===== config.mk =====
export PLATFORM = sky130hd
export DESIGN_NAME = ufh_host_if
export DESIGN_NICKNAME = d
export VERILOG_FILES = /design/src/rtl/ufh_pkg.sv /design/src/rtl/ufh_fifo_if.sv /design/src/rtl/ufh_char_timer.sv /design/src/rtl/ufh_fifo.sv /design/src/rtl/ufh_host_if.sv
export VERILOG_INCLUDE_DIRS = /design/src /design/src/rtl
export SDC_FILE = /design/constraint.sdc
export NUM_CORES = 1
export LEC_CHECK = 0
export ABC_AREA = 1
export BUFFER_PORTS_ARGS = -buffer_cell sky130_fd_sc_hd__buf_2
export CORE_UTILIZATION = 40
export DETAILED_ROUTE_END_ITERATION = 8
export GPL_TIMING_DRIVEN = 0
export MAX_ROUTING_LAYER = met4
export PLACE_DENSITY_LB_ADDON = 0.05
export SLEW_MARGIN = 5
export SYNTH_ARGS = -nofsm -noshare
export SYNTH_HDL_FRONTEND = slang
export SYNTH_SLANG_ARGS = --single-unit

===== constraint.sdc =====
create_clock -name aclk -period 3 [get_ports aclk]
set_clock_uncertainty 0.1 [all_clocks]
set_input_delay 0.6 -clock aclk [delete_from_list [all_inputs] [get_ports aclk]]
set_output_delay 0.6 -clock aclk [all_outputs]
set_load 0.05 [all_outputs]

===== src/rtl/ufh_params.svh =====
// Register map, field positions, reset values and timing for the UART FIFO host block
`ifndef UFH_PARAMS_SVH
`define UFH_PARAMS_SVH
`define UFH_ADDR_W        8
`define UFH_IDX_BUF       3'h0
`define UFH_IDX_IER       3'h1
`define UFH_IDX_IIR       3'h2
`define UFH_IDX_LCR       3'h3
`define UFH_IDX_LSR       3'h5
`define UFH_IDX_SCR       3'h7
`define UFH_FIFO_DEPTH    5'h10
`define UFH_FCR_EN        0
`define UFH_FCR_RXRST     1
`define UFH_FCR_TXRST     2
`define UFH_FCR_TRIG      7:6
`define UFH_LCR_WLS       1:0
`define UFH_LCR_STB       2
`define UFH_LCR_PEN       3
`define UFH_LCR_DIVISOR_ACCESS_BIT      7
`define UFH_IER_RX        0
`define UFH_IER_TX        1
`define UFH_RST_LCR       8'h00
`define UFH_RST_DLL       8'h01
`define UFH_TRIG_0        5'h01
`define UFH_TRIG_1        5'h04
`define UFH_TRIG_2        5'h08
`define UFH_TRIG_3        5'h0E
`define UFH_TMO_CHARS     4
`define UFH_OVERSAMPLE    4'hF
`define UFH_CLK_PERIOD_NS 100
`define UFH_CLK_HZ        (1000000000 / `UFH_CLK_PERIOD_NS)
`define UFH_REF_HZ        1843200
`endif


===== src/rtl/ufh_pkg.sv =====
// Types shared by the UART FIFO host block
package ufh_pkg;
  typedef logic [7:0] ufh_byte_t;
  typedef enum logic [3:0] {
    UFH_ID_NONE = 4'h1,
    UFH_ID_THR  = 4'h2,
    UFH_ID_RDA  = 4'h4,
    UFH_ID_TMO  = 4'hC
  } ufh_id_t;
  typedef struct packed {
    logic [15:0][7:0] mem;
    logic [3:0]       rd;
    logic [3:0]       wr;
    logic [4:0]       cnt;
  } ufh_fifo_st_t;
  typedef struct packed {
    logic [23:0] acc;
    logic [15:0] div_cnt;
    logic [3:0]  sub;
    logic        tick;
  } ufh_tmr_st_t;
endpackage : ufh_pkg


===== src/rtl/ufh_fifo_if.sv =====
// Push, pop and level signals between the host logic and one FIFO
`timescale 1ns/1ns
interface ufh_fifo_if;
  logic               push;
  ufh_pkg::ufh_byte_t wdata;
  logic               pop;
  logic               flush;
  ufh_pkg::ufh_byte_t rdata;
  logic [4:0]         count;
  modport owner (input push, wdata, pop, flush, output rdata, count);
  modport user  (output push, wdata, pop, flush, input rdata, count);
endinterface : ufh_fifo_if


===== src/rtl/ufh_char_timer.sv =====
// Bit-time tick from the reference clock and divisor, and character length in bits
`timescale 1ns/1ns
`include "ufh_params.svh"
module ufh_char_timer (
  // Clock and reset
  input wire logic  aclk,
  input wire logic  aresetn,
  // Line settings
  input wire logic [15:0] divisor,
  input wire logic [7:0]  lcr,
  // Timing
  output logic            bit_tick,
  output logic [3:0]      char_bits
);
  import ufh_pkg::*;
  ufh_tmr_st_t s;
  ufh_tmr_st_t next_s;
  logic [31:0] sum;

  assign bit_tick = s.tick;
  // Start, data, parity and one or two stop bits; second stop bit counts too
  assign char_bits = 4'h7 + {2'b00, lcr[`UFH_LCR_WLS]} + {3'b000, lcr[`UFH_LCR_PEN]}
                   + {3'b000, lcr[`UFH_LCR_STB]};

  always_comb
  begin
    next_s      = s;
    next_s.tick = 1'b0;
    // Fractional accumulator: the reference rate is not a divisor of the bus clock
    sum = 32'(s.acc) + 32'(`UFH_REF_HZ);
    if (sum >= 32'(`UFH_CLK_HZ))
    begin
      next_s.acc = 24'(sum - 32'(`UFH_CLK_HZ));
      if (s.div_cnt + 16'h0001 >= divisor)
      begin
        next_s.div_cnt = 16'h0000;
        next_s.sub     = s.sub + 4'h1;
        next_s.tick    = (s.sub == `UFH_OVERSAMPLE);
      end
      else
        next_s.div_cnt = s.div_cnt + 16'h0001;
    end
    else
      next_s.acc = sum[23:0];
  end

  always_ff @(posedge aclk)
  begin
    if (!aresetn)
      s <= '0;
    else
      s <= next_s;
  end
endmodule : ufh_char_timer


===== src/rtl/ufh_fifo.sv =====
// Sixteen-byte character FIFO
`timescale 1ns/1ns
`include "ufh_params.svh"
module ufh_fifo (
  // Clock and reset
  input wire logic  aclk,
  input wire logic  aresetn,
  // FIFO port
  ufh_fifo_if.owner f
);
  import ufh_pkg::*;
  ufh_fifo_st_t s;
  ufh_fifo_st_t next_s;
  logic         push_ok;
  logic         pop_ok;

  assign f.count = s.cnt;
  assign f.rdata = s.mem[s.rd];

  always_comb
  begin
    next_s  = s;
    push_ok = f.push && (s.cnt != `UFH_FIFO_DEPTH);
    pop_ok  = f.pop && (s.cnt != 5'h00);
    if (f.flush)
    begin
      next_s.rd  = 4'h0;
      next_s.wr  = 4'h0;
      next_s.cnt = 5'h00;
    end
    else
    begin
      if (push_ok)
      begin
        next_s.mem[s.wr] = f.wdata;
        next_s.wr        = s.wr + 4'h1;
      end
      if (pop_ok)
        next_s.rd = s.rd + 4'h1;
      next_s.cnt = s.cnt + 5'(push_ok) - 5'(pop_ok);
    end
  end

  always_ff @(posedge aclk)
  begin
    if (!aresetn)
      s <= '0;
    else
      s <= next_s;
  end
endmodule : ufh_fifo


===== src/rtl/ufh_host_if.sv =====
// UART FIFO host interface: register file, FIFOs, timeout and interrupt identity
//
// The implementer's own choices: register access over AXI4-Lite and the address map.
`timescale 1ns/1ns
`include "ufh_params.svh"
module ufh_host_if (
  // Clock and reset
  input wire logic                    aclk,
  input wire logic                    aresetn,
  // AXI4-Lite write
  input wire logic                    awvalid,
  output logic                        awready,
  input wire logic [`UFH_ADDR_W-1:0]  awaddr,
  input wire logic                    wvalid,
  output logic                        wready,
  input wire logic [31:0]             wdata,
  input wire logic [3:0]              wstrb,
  output logic                        bvalid,
  input wire logic                    bready,
  output logic [1:0]                  bresp,
  // AXI4-Lite read
  input wire logic                    arvalid,
  output logic                        arready,
  input wire logic [`UFH_ADDR_W-1:0]  araddr,
  output logic                        rvalid,
  input wire logic                    rready,
  output logic [31:0]                 rdata,
  output logic [1:0]                  rresp,
  // Character stream from the line receiver
  input wire logic                    rx_char_valid,
  input wire ufh_pkg::ufh_byte_t      rx_char_data,
  // Character stream to the line transmitter
  output logic                        tx_char_valid,
  input wire logic                    tx_char_ready,
  output ufh_pkg::ufh_byte_t          tx_char_data,
  // Host interrupt
  output logic                        host_interrupt_out
);
  import ufh_pkg::*;

  typedef struct packed {
    logic       aw_ok;
    logic       w_ok;
    logic       wen;
    logic       wbad;
    logic [2:0] widx;
    ufh_byte_t  wdat;
    logic       bvalid;
    logic       rvalid;
    logic       rbad;
    ufh_byte_t  rdata;
    logic [3:0] ier;
    ufh_byte_t  lcr;
    ufh_byte_t  dll;
    ufh_byte_t  dlm;
    ufh_byte_t  scr;
    logic       fifo_en;
    logic [1:0] trig;
    logic       oe;
    logic       irq;
    logic [7:0] to_cnt;
    logic       tx_holding_empty_flag_d;
    logic       seen_two;
    logic       first_tx;
    logic       dly_on;
    logic [3:0] dly_cnt;
    logic       tx_ind;
    logic       thr_irq;
    logic       tx_valid;
    ufh_byte_t  tx_data;
  } ufh_top_st_t;

  localparam ufh_top_st_t RST = '{lcr: `UFH_RST_LCR, dll: `UFH_RST_DLL, tx_holding_empty_flag_d: 1'b1,
                                  tx_ind: 1'b1, default: '0};

  ufh_top_st_t s;
  ufh_top_st_t next_s;
  ufh_fifo_if  rx_f ();
  ufh_fifo_if  tx_f ();
  logic        bit_tick;
  logic [3:0]  char_bits;
  logic        divisor_access_bit;
  logic        wr;
  logic        wr_buf;
  logic        fcr_wr;
  logic        rd_do;
  logic [2:0]  ridx;
  logic        rd_buf;
  logic        rd_iir;
  logic        rd_lsr;
  logic [4:0]  cap;
  logic [4:0]  trig_lvl;
  logic        rx_lvl;
  logic        tmo;
  logic        tx_holding_empty_flag;
  logic        ovr;
  logic        thr_clr;
  ufh_id_t     id;
  ufh_byte_t   rd_val;

  ufh_fifo u_rx_fifo (.aclk(aclk), .aresetn(aresetn), .f(rx_f.owner));
  ufh_fifo u_tx_fifo (.aclk(aclk), .aresetn(aresetn), .f(tx_f.owner));
  ufh_char_timer u_timer (
    .aclk      (aclk),
    .aresetn   (aresetn),
    .divisor   ({s.dlm, s.dll}),
    .lcr       (s.lcr),
    .bit_tick  (bit_tick),
    .char_bits (char_bits)
  );

  assign awready = !s.aw_ok && !s.bvalid;
  assign wready  = !s.w_ok && !s.bvalid;
  assign bvalid  = s.bvalid;
  assign bresp   = s.wbad ? 2'h2 : 2'h0;
  assign arready = !s.rvalid;
  assign rvalid  = s.rvalid;
  assign rdata   = {24'h000000, s.rdata};
  assign rresp   = s.rbad ? 2'h2 : 2'h0;
  assign tx_char_valid      = s.tx_valid;
  assign tx_char_data       = s.tx_data;
  assign host_interrupt_out = s.irq;

  // Register selection and strobes
  assign divisor_access_bit   = s.lcr[`UFH_LCR_DIVISOR_ACCESS_BIT];
  assign wr     = s.aw_ok && s.w_ok && s.wen && !s.wbad && !s.bvalid;
  assign wr_buf = wr && (s.widx == `UFH_IDX_BUF) && !divisor_access_bit;
  assign fcr_wr = wr && (s.widx == `UFH_IDX_IIR);
  assign rd_do  = arvalid && !s.rvalid;
  assign ridx   = araddr[4:2];
  assign rd_buf = rd_do && (araddr[7:5] == 3'h0) && (ridx == `UFH_IDX_BUF) && !divisor_access_bit;
  assign rd_iir = rd_do && (araddr[7:5] == 3'h0) && (ridx == `UFH_IDX_IIR);
  assign rd_lsr = rd_do && (araddr[7:5] == 3'h0) && (ridx == `UFH_IDX_LSR);

  // Legacy mode is a FIFO capped at one entry
  assign cap = s.fifo_en ? `UFH_FIFO_DEPTH : 5'h01;
  assign trig_lvl = (s.trig == 2'h0) ? `UFH_TRIG_0 : (s.trig == 2'h1) ? `UFH_TRIG_1 :
                    (s.trig == 2'h2) ? `UFH_TRIG_2 : `UFH_TRIG_3;
  assign rx_lvl = s.fifo_en ? (rx_f.count >= trig_lvl) : (rx_f.count != 5'h00);
  assign tmo    = s.fifo_en && (rx_f.count != 5'h00)
                  && (s.to_cnt > 8'(`UFH_TMO_CHARS * char_bits));
  assign tx_holding_empty_flag   = (tx_f.count == 5'h00);
  assign ovr    = rx_char_valid && (rx_f.count >= cap) && !rx_f.flush;

  // Receive data cannot be stalled: a character with no room is dropped, and flagged except in a receive flush cycle
  assign rx_f.push  = rx_char_valid && (rx_f.count < cap);
  assign rx_f.wdata = rx_char_data;
  assign rx_f.pop   = rd_buf;
  assign rx_f.flush = fcr_wr && ((s.wdat[`UFH_FCR_EN] != s.fifo_en) || s.wdat[`UFH_FCR_RXRST]);
  assign tx_f.push  = wr_buf && (tx_f.count < cap);
  assign tx_f.wdata = s.wdat;
  assign tx_f.pop   = (tx_f.count != 5'h00) && (!s.tx_valid || tx_char_ready);
  assign tx_f.flush = fcr_wr && ((s.wdat[`UFH_FCR_EN] != s.fifo_en) || s.wdat[`UFH_FCR_TXRST]);

  // Interrupt identity in priority order; nothing is reported while its enable is clear
  always_comb
  begin
    if (s.ier[`UFH_IER_RX] && rx_lvl)
      id = UFH_ID_RDA;
    else if (s.ier[`UFH_IER_RX] && tmo)
      id = UFH_ID_TMO;
    else if (s.ier[`UFH_IER_TX] && s.thr_irq)
      id = UFH_ID_THR;
    else
      id = UFH_ID_NONE;
  end

  always_comb
  begin
    if (ridx == `UFH_IDX_BUF)
      rd_val = divisor_access_bit ? s.dll : rx_f.rdata;
    else if (ridx == `UFH_IDX_IER)
      rd_val = divisor_access_bit ? s.dlm : {4'h0, s.ier};
    else if (ridx == `UFH_IDX_IIR)
      rd_val = {s.fifo_en, s.fifo_en, 2'h0, id};
    else if (ridx == `UFH_IDX_LCR)
      rd_val = s.lcr;
    else if (ridx == `UFH_IDX_LSR)
      rd_val = {1'b0, tx_holding_empty_flag && !s.tx_valid, tx_holding_empty_flag, 3'h0, s.oe, rx_f.count != 5'h00};
    else if (ridx == `UFH_IDX_SCR)
      rd_val = s.scr;
    else
      rd_val = 8'h00;
  end

  always_comb
  begin
    next_s = s;
    // Bus: address and data may arrive in either order; the write commits once both are held
    if (s.aw_ok && s.w_ok && !s.bvalid)
    begin
      next_s.aw_ok  = 1'b0;
      next_s.w_ok   = 1'b0;
      next_s.bvalid = 1'b1;
    end
    if (awvalid && awready)
    begin
      next_s.aw_ok = 1'b1;
      next_s.widx  = awaddr[4:2];
      next_s.wbad  = (awaddr[7:5] != 3'h0);
    end
    if (wvalid && wready)
    begin
      next_s.w_ok = 1'b1;
      next_s.wdat = wdata[7:0];
      next_s.wen  = wstrb[0];
    end
    if (s.bvalid && bready)
      next_s.bvalid = 1'b0;
    if (rd_do)
    begin
      next_s.rvalid = 1'b1;
      next_s.rbad   = (araddr[7:5] != 3'h0);
      next_s.rdata  = (araddr[7:5] != 3'h0) ? 8'h00 : rd_val;
    end
    else if (s.rvalid && rready)
      next_s.rvalid = 1'b0;

    if (wr)
    begin
      if (s.widx == `UFH_IDX_BUF)
      begin
        if (divisor_access_bit)
          next_s.dll = s.wdat;
      end
      else if (s.widx == `UFH_IDX_IER)
      begin
        if (divisor_access_bit)
          next_s.dlm = s.wdat;
        else
          next_s.ier = s.wdat[3:0];
      end
      else if (s.widx == `UFH_IDX_IIR)
      begin
        next_s.fifo_en = s.wdat[`UFH_FCR_EN];
        next_s.trig    = s.wdat[`UFH_FCR_TRIG];
        if (s.wdat[`UFH_FCR_EN] && !s.fifo_en)
          next_s.first_tx = 1'b1;
      end
      else if (s.widx == `UFH_IDX_LCR)
        next_s.lcr = s.wdat;
      else if (s.widx == `UFH_IDX_SCR)
        next_s.scr = s.wdat;
    end

    next_s.oe = ovr || (s.oe && !rd_lsr);

    // Silence counter in bit times, restarted by an accepted arrival, a receive buffer read or a receive flush
    if (rx_f.push || rx_f.pop || rx_f.flush)
      next_s.to_cnt = 8'h00;
    else if (bit_tick && (s.to_cnt != 8'hFF))
      next_s.to_cnt = s.to_cnt + 8'h01;

    if (tx_f.pop)
    begin
      next_s.tx_valid = 1'b1;
      next_s.tx_data  = tx_f.rdata;
    end
    else if (tx_char_ready)
      next_s.tx_valid = 1'b0;

    // Transmit empty indication, held back in FIFO mode while a lone last character may still be leaving, except on the first empty after enabling
    next_s.tx_holding_empty_flag_d = tx_holding_empty_flag;
    if (tx_f.count >= 5'h02)
      next_s.seen_two = 1'b1;
    if (tx_holding_empty_flag && !s.tx_holding_empty_flag_d)
    begin
      next_s.seen_two = 1'b0;
      if (s.fifo_en && !s.first_tx && !s.seen_two)
      begin
        next_s.dly_on  = 1'b1;
        next_s.dly_cnt = char_bits - 4'h1;
      end
      else
      begin
        next_s.tx_ind   = 1'b1;
        next_s.first_tx = 1'b0;
      end
    end
    else if (!tx_holding_empty_flag)
    begin
      next_s.tx_ind = 1'b0;
      next_s.dly_on = 1'b0;
    end
    else if (s.dly_on && bit_tick)
    begin
      if (s.dly_cnt <= 4'h1)
      begin
        next_s.dly_on   = 1'b0;
        next_s.tx_ind   = 1'b1;
        next_s.first_tx = 1'b0;
      end
      else
        next_s.dly_cnt = s.dly_cnt - 4'h1;
    end

    // A new empty event wins over a clear in the same cycle
    thr_clr = wr_buf || (rd_iir && (id == UFH_ID_THR));
    next_s.thr_irq = (next_s.tx_ind && !s.tx_ind)
                     || (next_s.ier[`UFH_IER_TX] && !s.ier[`UFH_IER_TX] && next_s.tx_ind)
                     || (s.thr_irq && !thr_clr);
    next_s.irq = (id != UFH_ID_NONE);
  end

  always_ff @(posedge aclk)
  begin
    if (!aresetn)
      s <= RST;
    else
      s <= next_s;
  end
endmodule : ufh_host_if


==> impl_metrics.toml <==
[status]
status = "finished, violations left"
violations = "negative setup slack"

[floorplan]
die-area_sq_um = 51700
die_h_microns = 227
row_count = 82
initial_core_util_pct = 40.5
fp.coreArea_sq_um = 50200
ioPinCount = 120
die_w_microns = 227

[yosys]
yosysTopAreaCell = "dfxtp_1"
synth_common_cells = "nand2_1 (461), dfxtp_1 (414), a21oi_1 (362)"
synthFlopType = "dfxtp_1"
avgSynthCellArea_sq_um = 7.11
synth_edf_count = 0
async_reset_ff_share_pct = 0
netlist_area_sq_um = 20300
yosysSeqAreaShare_pct = 40.8
synthCells = 2860
synth.most_common_cell = "nand2_1"
synth_top_cell_area_share_pct = 40.8
yosys_warnings = 0
ys_types = 50
ys_seq_elements = 414
synth_area_leaders = "dfxtp_1 (41%), a21oi_1 (8.9%), nand2_1 (8.5%)"

[cells_and_area]
nFillCells = 5153
nets = 3169
utilization_pct = 47.8
drive_gt1_share_pct = 12.9
multi_input_area_sq_um = 10500
stdcell_count = 3737
seq_area_sq_um = 8310
syn_to_final_growth_pct = 17.9
n_antenna_cell = 0

[worst_setup_path]
rr_startpoint = "s[56]"
end_kind = "flop"
crit_required_ns = 3.42
reg2reg_setup_slack_ns = -0.09
critPathLaunchType = "flop"
worstReg2RegEnd = "rdata[3]"
crit_type = "flop to flop"
critPathMaxFanout = 5
reg2reg_depth = 17
critical_path_arrival_ns = 3.51

[power]
ir_worst_vdd_mv = 0.410
p_int_mw = 11.3
p_per_area_nw_per_um2 = 733
power.total_mw = 17.6
power.leakage_nw = 9.48
p_sw_mw = 6.28
combPwrFrac_pct = 29.3
switching_share_pct = 35.7
p_seq_share_pct = 35.3
clkPwrFrac_pct = 35.4

[sta]
maxSlewHeadroom_pct = 31.2
finalHoldViolations = 0
fin_ws_ns = -0.0877
worstMarginPinSlew_ns = 1.03
fmax_ghz = 0.324
period_minus_slack_ns = 3.09
fin_crit_sh_pct = 103
final-setup-viol-count = 4
final.setup.tns_ns = -0.214
rsz0062_at_grt = "yes"
drv_slew = 0

[place]
dp_hpwl_microns = 53000
place_ws_ns = -0.976
post-place-cells = 3616
place_congestion = 0.916
port_buffers = 59

[global_routing]
grt_pass1_vias = 18600
grtUsageTotal_pct = 28.8
grt_first_pass_wirelength_microns = 110000
grt_max_degree = 13
overflow = 0
antenna_found_initial = 0

[routing]
avgRoutedWirePerCell_microns = 19.5
dr.first_iter.drc_count = 1753
antenna_left = 0
drc = 0
vias_per_cell = 5.38
wl_microns = 72900
first_pass_iters = 5
vias = 20100

[clock_network]
root_buffer = "clkbuf_16"
clockBufferDepth = 3
clk_latency_ns = 0.60
h-tree-depth = 2
clock_sinks = 414
numCtsBuffers = 49
cts_tree = "done"
path_clk_slew_ns = 0.06

[job]
maxCapViolCount = 0

[hold_path]
min_delay_path_depth = 3
hold_class = "input pin to flop"
holdPathEnd = "bvalid"
hp-start = "bready"
## critical path, stage by stage, from the launching register on
cell and delay, ns:
dfxtp_2 0.34, inv_4 0.05, ha_4 0.23, inv_2 0.06, ha_4 0.12, inv_2 0.03, fa_2 0.34, xor2_2 0.20
inv_2 0.08, ha_4 0.27, nand2_4 0.05, o211ai_1 0.31, nand3b_1 0.27, inv_1 0.14, nand3_2 0.10, nand3_2 0.08
nand3_2 0.09, a21oi_2 0.15
## state kept, by name, indices dropped and copies added, names as in the netlist, 5 cells and up
name / flops
tx_char_data: 8
s: 65
u_tx_fifo.f.count: 5
rdata: 8
u_tx_fifo.s: 136
tx_f.wdata: 8
u_timer.s: 37
u_rx_fifo.f.count: 5
u_rx_fifo.s: 136
## power groups by stage
stage	Sequential (mW)	Combinational, mW	Clock, mW
floorplan	6.24	3.33	0
global placement	6.29	4.71	0
detailed placement	6.30	4.77	0
CTS	6.19	4.86	6.33
global route	6.25	5.64	6.58
finish	6.21	5.15	6.23
## what timing repair did
item                       4_1_cts  5_1_grt
cloned                           0        1
setup endpoints to repair       36      148
pin swaps                       12       25
resized for setup               52       84
hold buffers                     0        0
setup buffers                   14       21
## logic make-up (layout without fill, tap and decap cells)
family	count (synthesis)	count (layout)	synth area share, %
AO/OA/AOI/OAI	814	814	21.4
XOR/XNOR	25	25	1.08
adder cells (fa/ha/maj)	72	72	4.54
buffers and inverters	490	670	10.1
flip-flops	414	414	40.8
other	1	26	0.0184
AND/OR/NAND/NOR	1044	1044	22.1
## metrics by stage
stage | hold WS [ns] | cell area, sq um
after floorplan | 0.320 | 20400
after global placement | 0.329 | 21600
after detailed placement | 0.335 | 21600
after CTS | 0.149 | 23500
after global routing | 0.186 | 24000
final | 0.176 | 24000
## worst max path at each step
stage / from / end / cells past startpoint
global route: s[56] / rdata[3] / 17
detailed placement: u_timer.s[5] / u_timer.s[16] / 16
floorplan: rvalid / u_rx_fifo.f.count[4] / 19
CTS: s[56] / rdata[2] / 17
global placement: u_timer.s[5] / u_timer.s[20] / 16
finish: s[56] / rdata[3] / 17
## layout make-up
cell class	count	share of cell area, %
Timing Repair Buffer	93	2.38
Buffer	192	3.94
Clock buffer	78	6.20
Inverter	296	4.73
Multi-Input combinational cell	1981	43.8
Timing Repair inverter	1	0.0209
Sequential cell	414	34.7
Clock inverter	10	0.746
Tap cell	672	3.51
## per-layer routing
layer | vias up | global-route usage [%] | share of wire (%)
met5 | - | - | 0
met4 | 0 | 10.3 | 3.3
met3 | 142 | 3.63 | 5.6
met2 | 641 | 45.4 | 46
met1 | 9548 | 37.8 | 45
li1 | 9786 | - | -
## layout by cell type (no fill, tap or decap), types with 5 or more instances in the layout
master     Yosys  routed
inv_2         26      35
buf_6          3       5
buf_4         46      77
bufinv_16      0       5
nor3_4        10      14
clkbuf_16      0      51
o21ai_0      342     338
a21oi_2        0       7
buf_2         21      80
dfxtp_1      414     401
nor2_1       329     315
clkbuf_1     113     126
nand3_4        2       5
nor2_2         8      15
ha_1          69      60
nand3_1      160     148
xor2_1        22      19
ha_4           0       8
nor2_4         1       8
conb_1         1      26
inv_1        264     247
o21bai_1       6       6
buf_1         11      10
inv_4          0       5
clkbuf_8       0      11
nor3_1        14      10
nand3b_1       6       6
dfxtp_2        0      10
nand3_2        1      10
clkinv_1       6       6
o21ai_1       10      14
o211ai_1      39      39
nand2_2        4      11
a21oi_1      362     355
o22ai_1       15      15
nand2_1      461     449
nand4_1       36      36
nand2_4        1       6
o221ai_1      26      26
(Power assumes the default switching activity.)
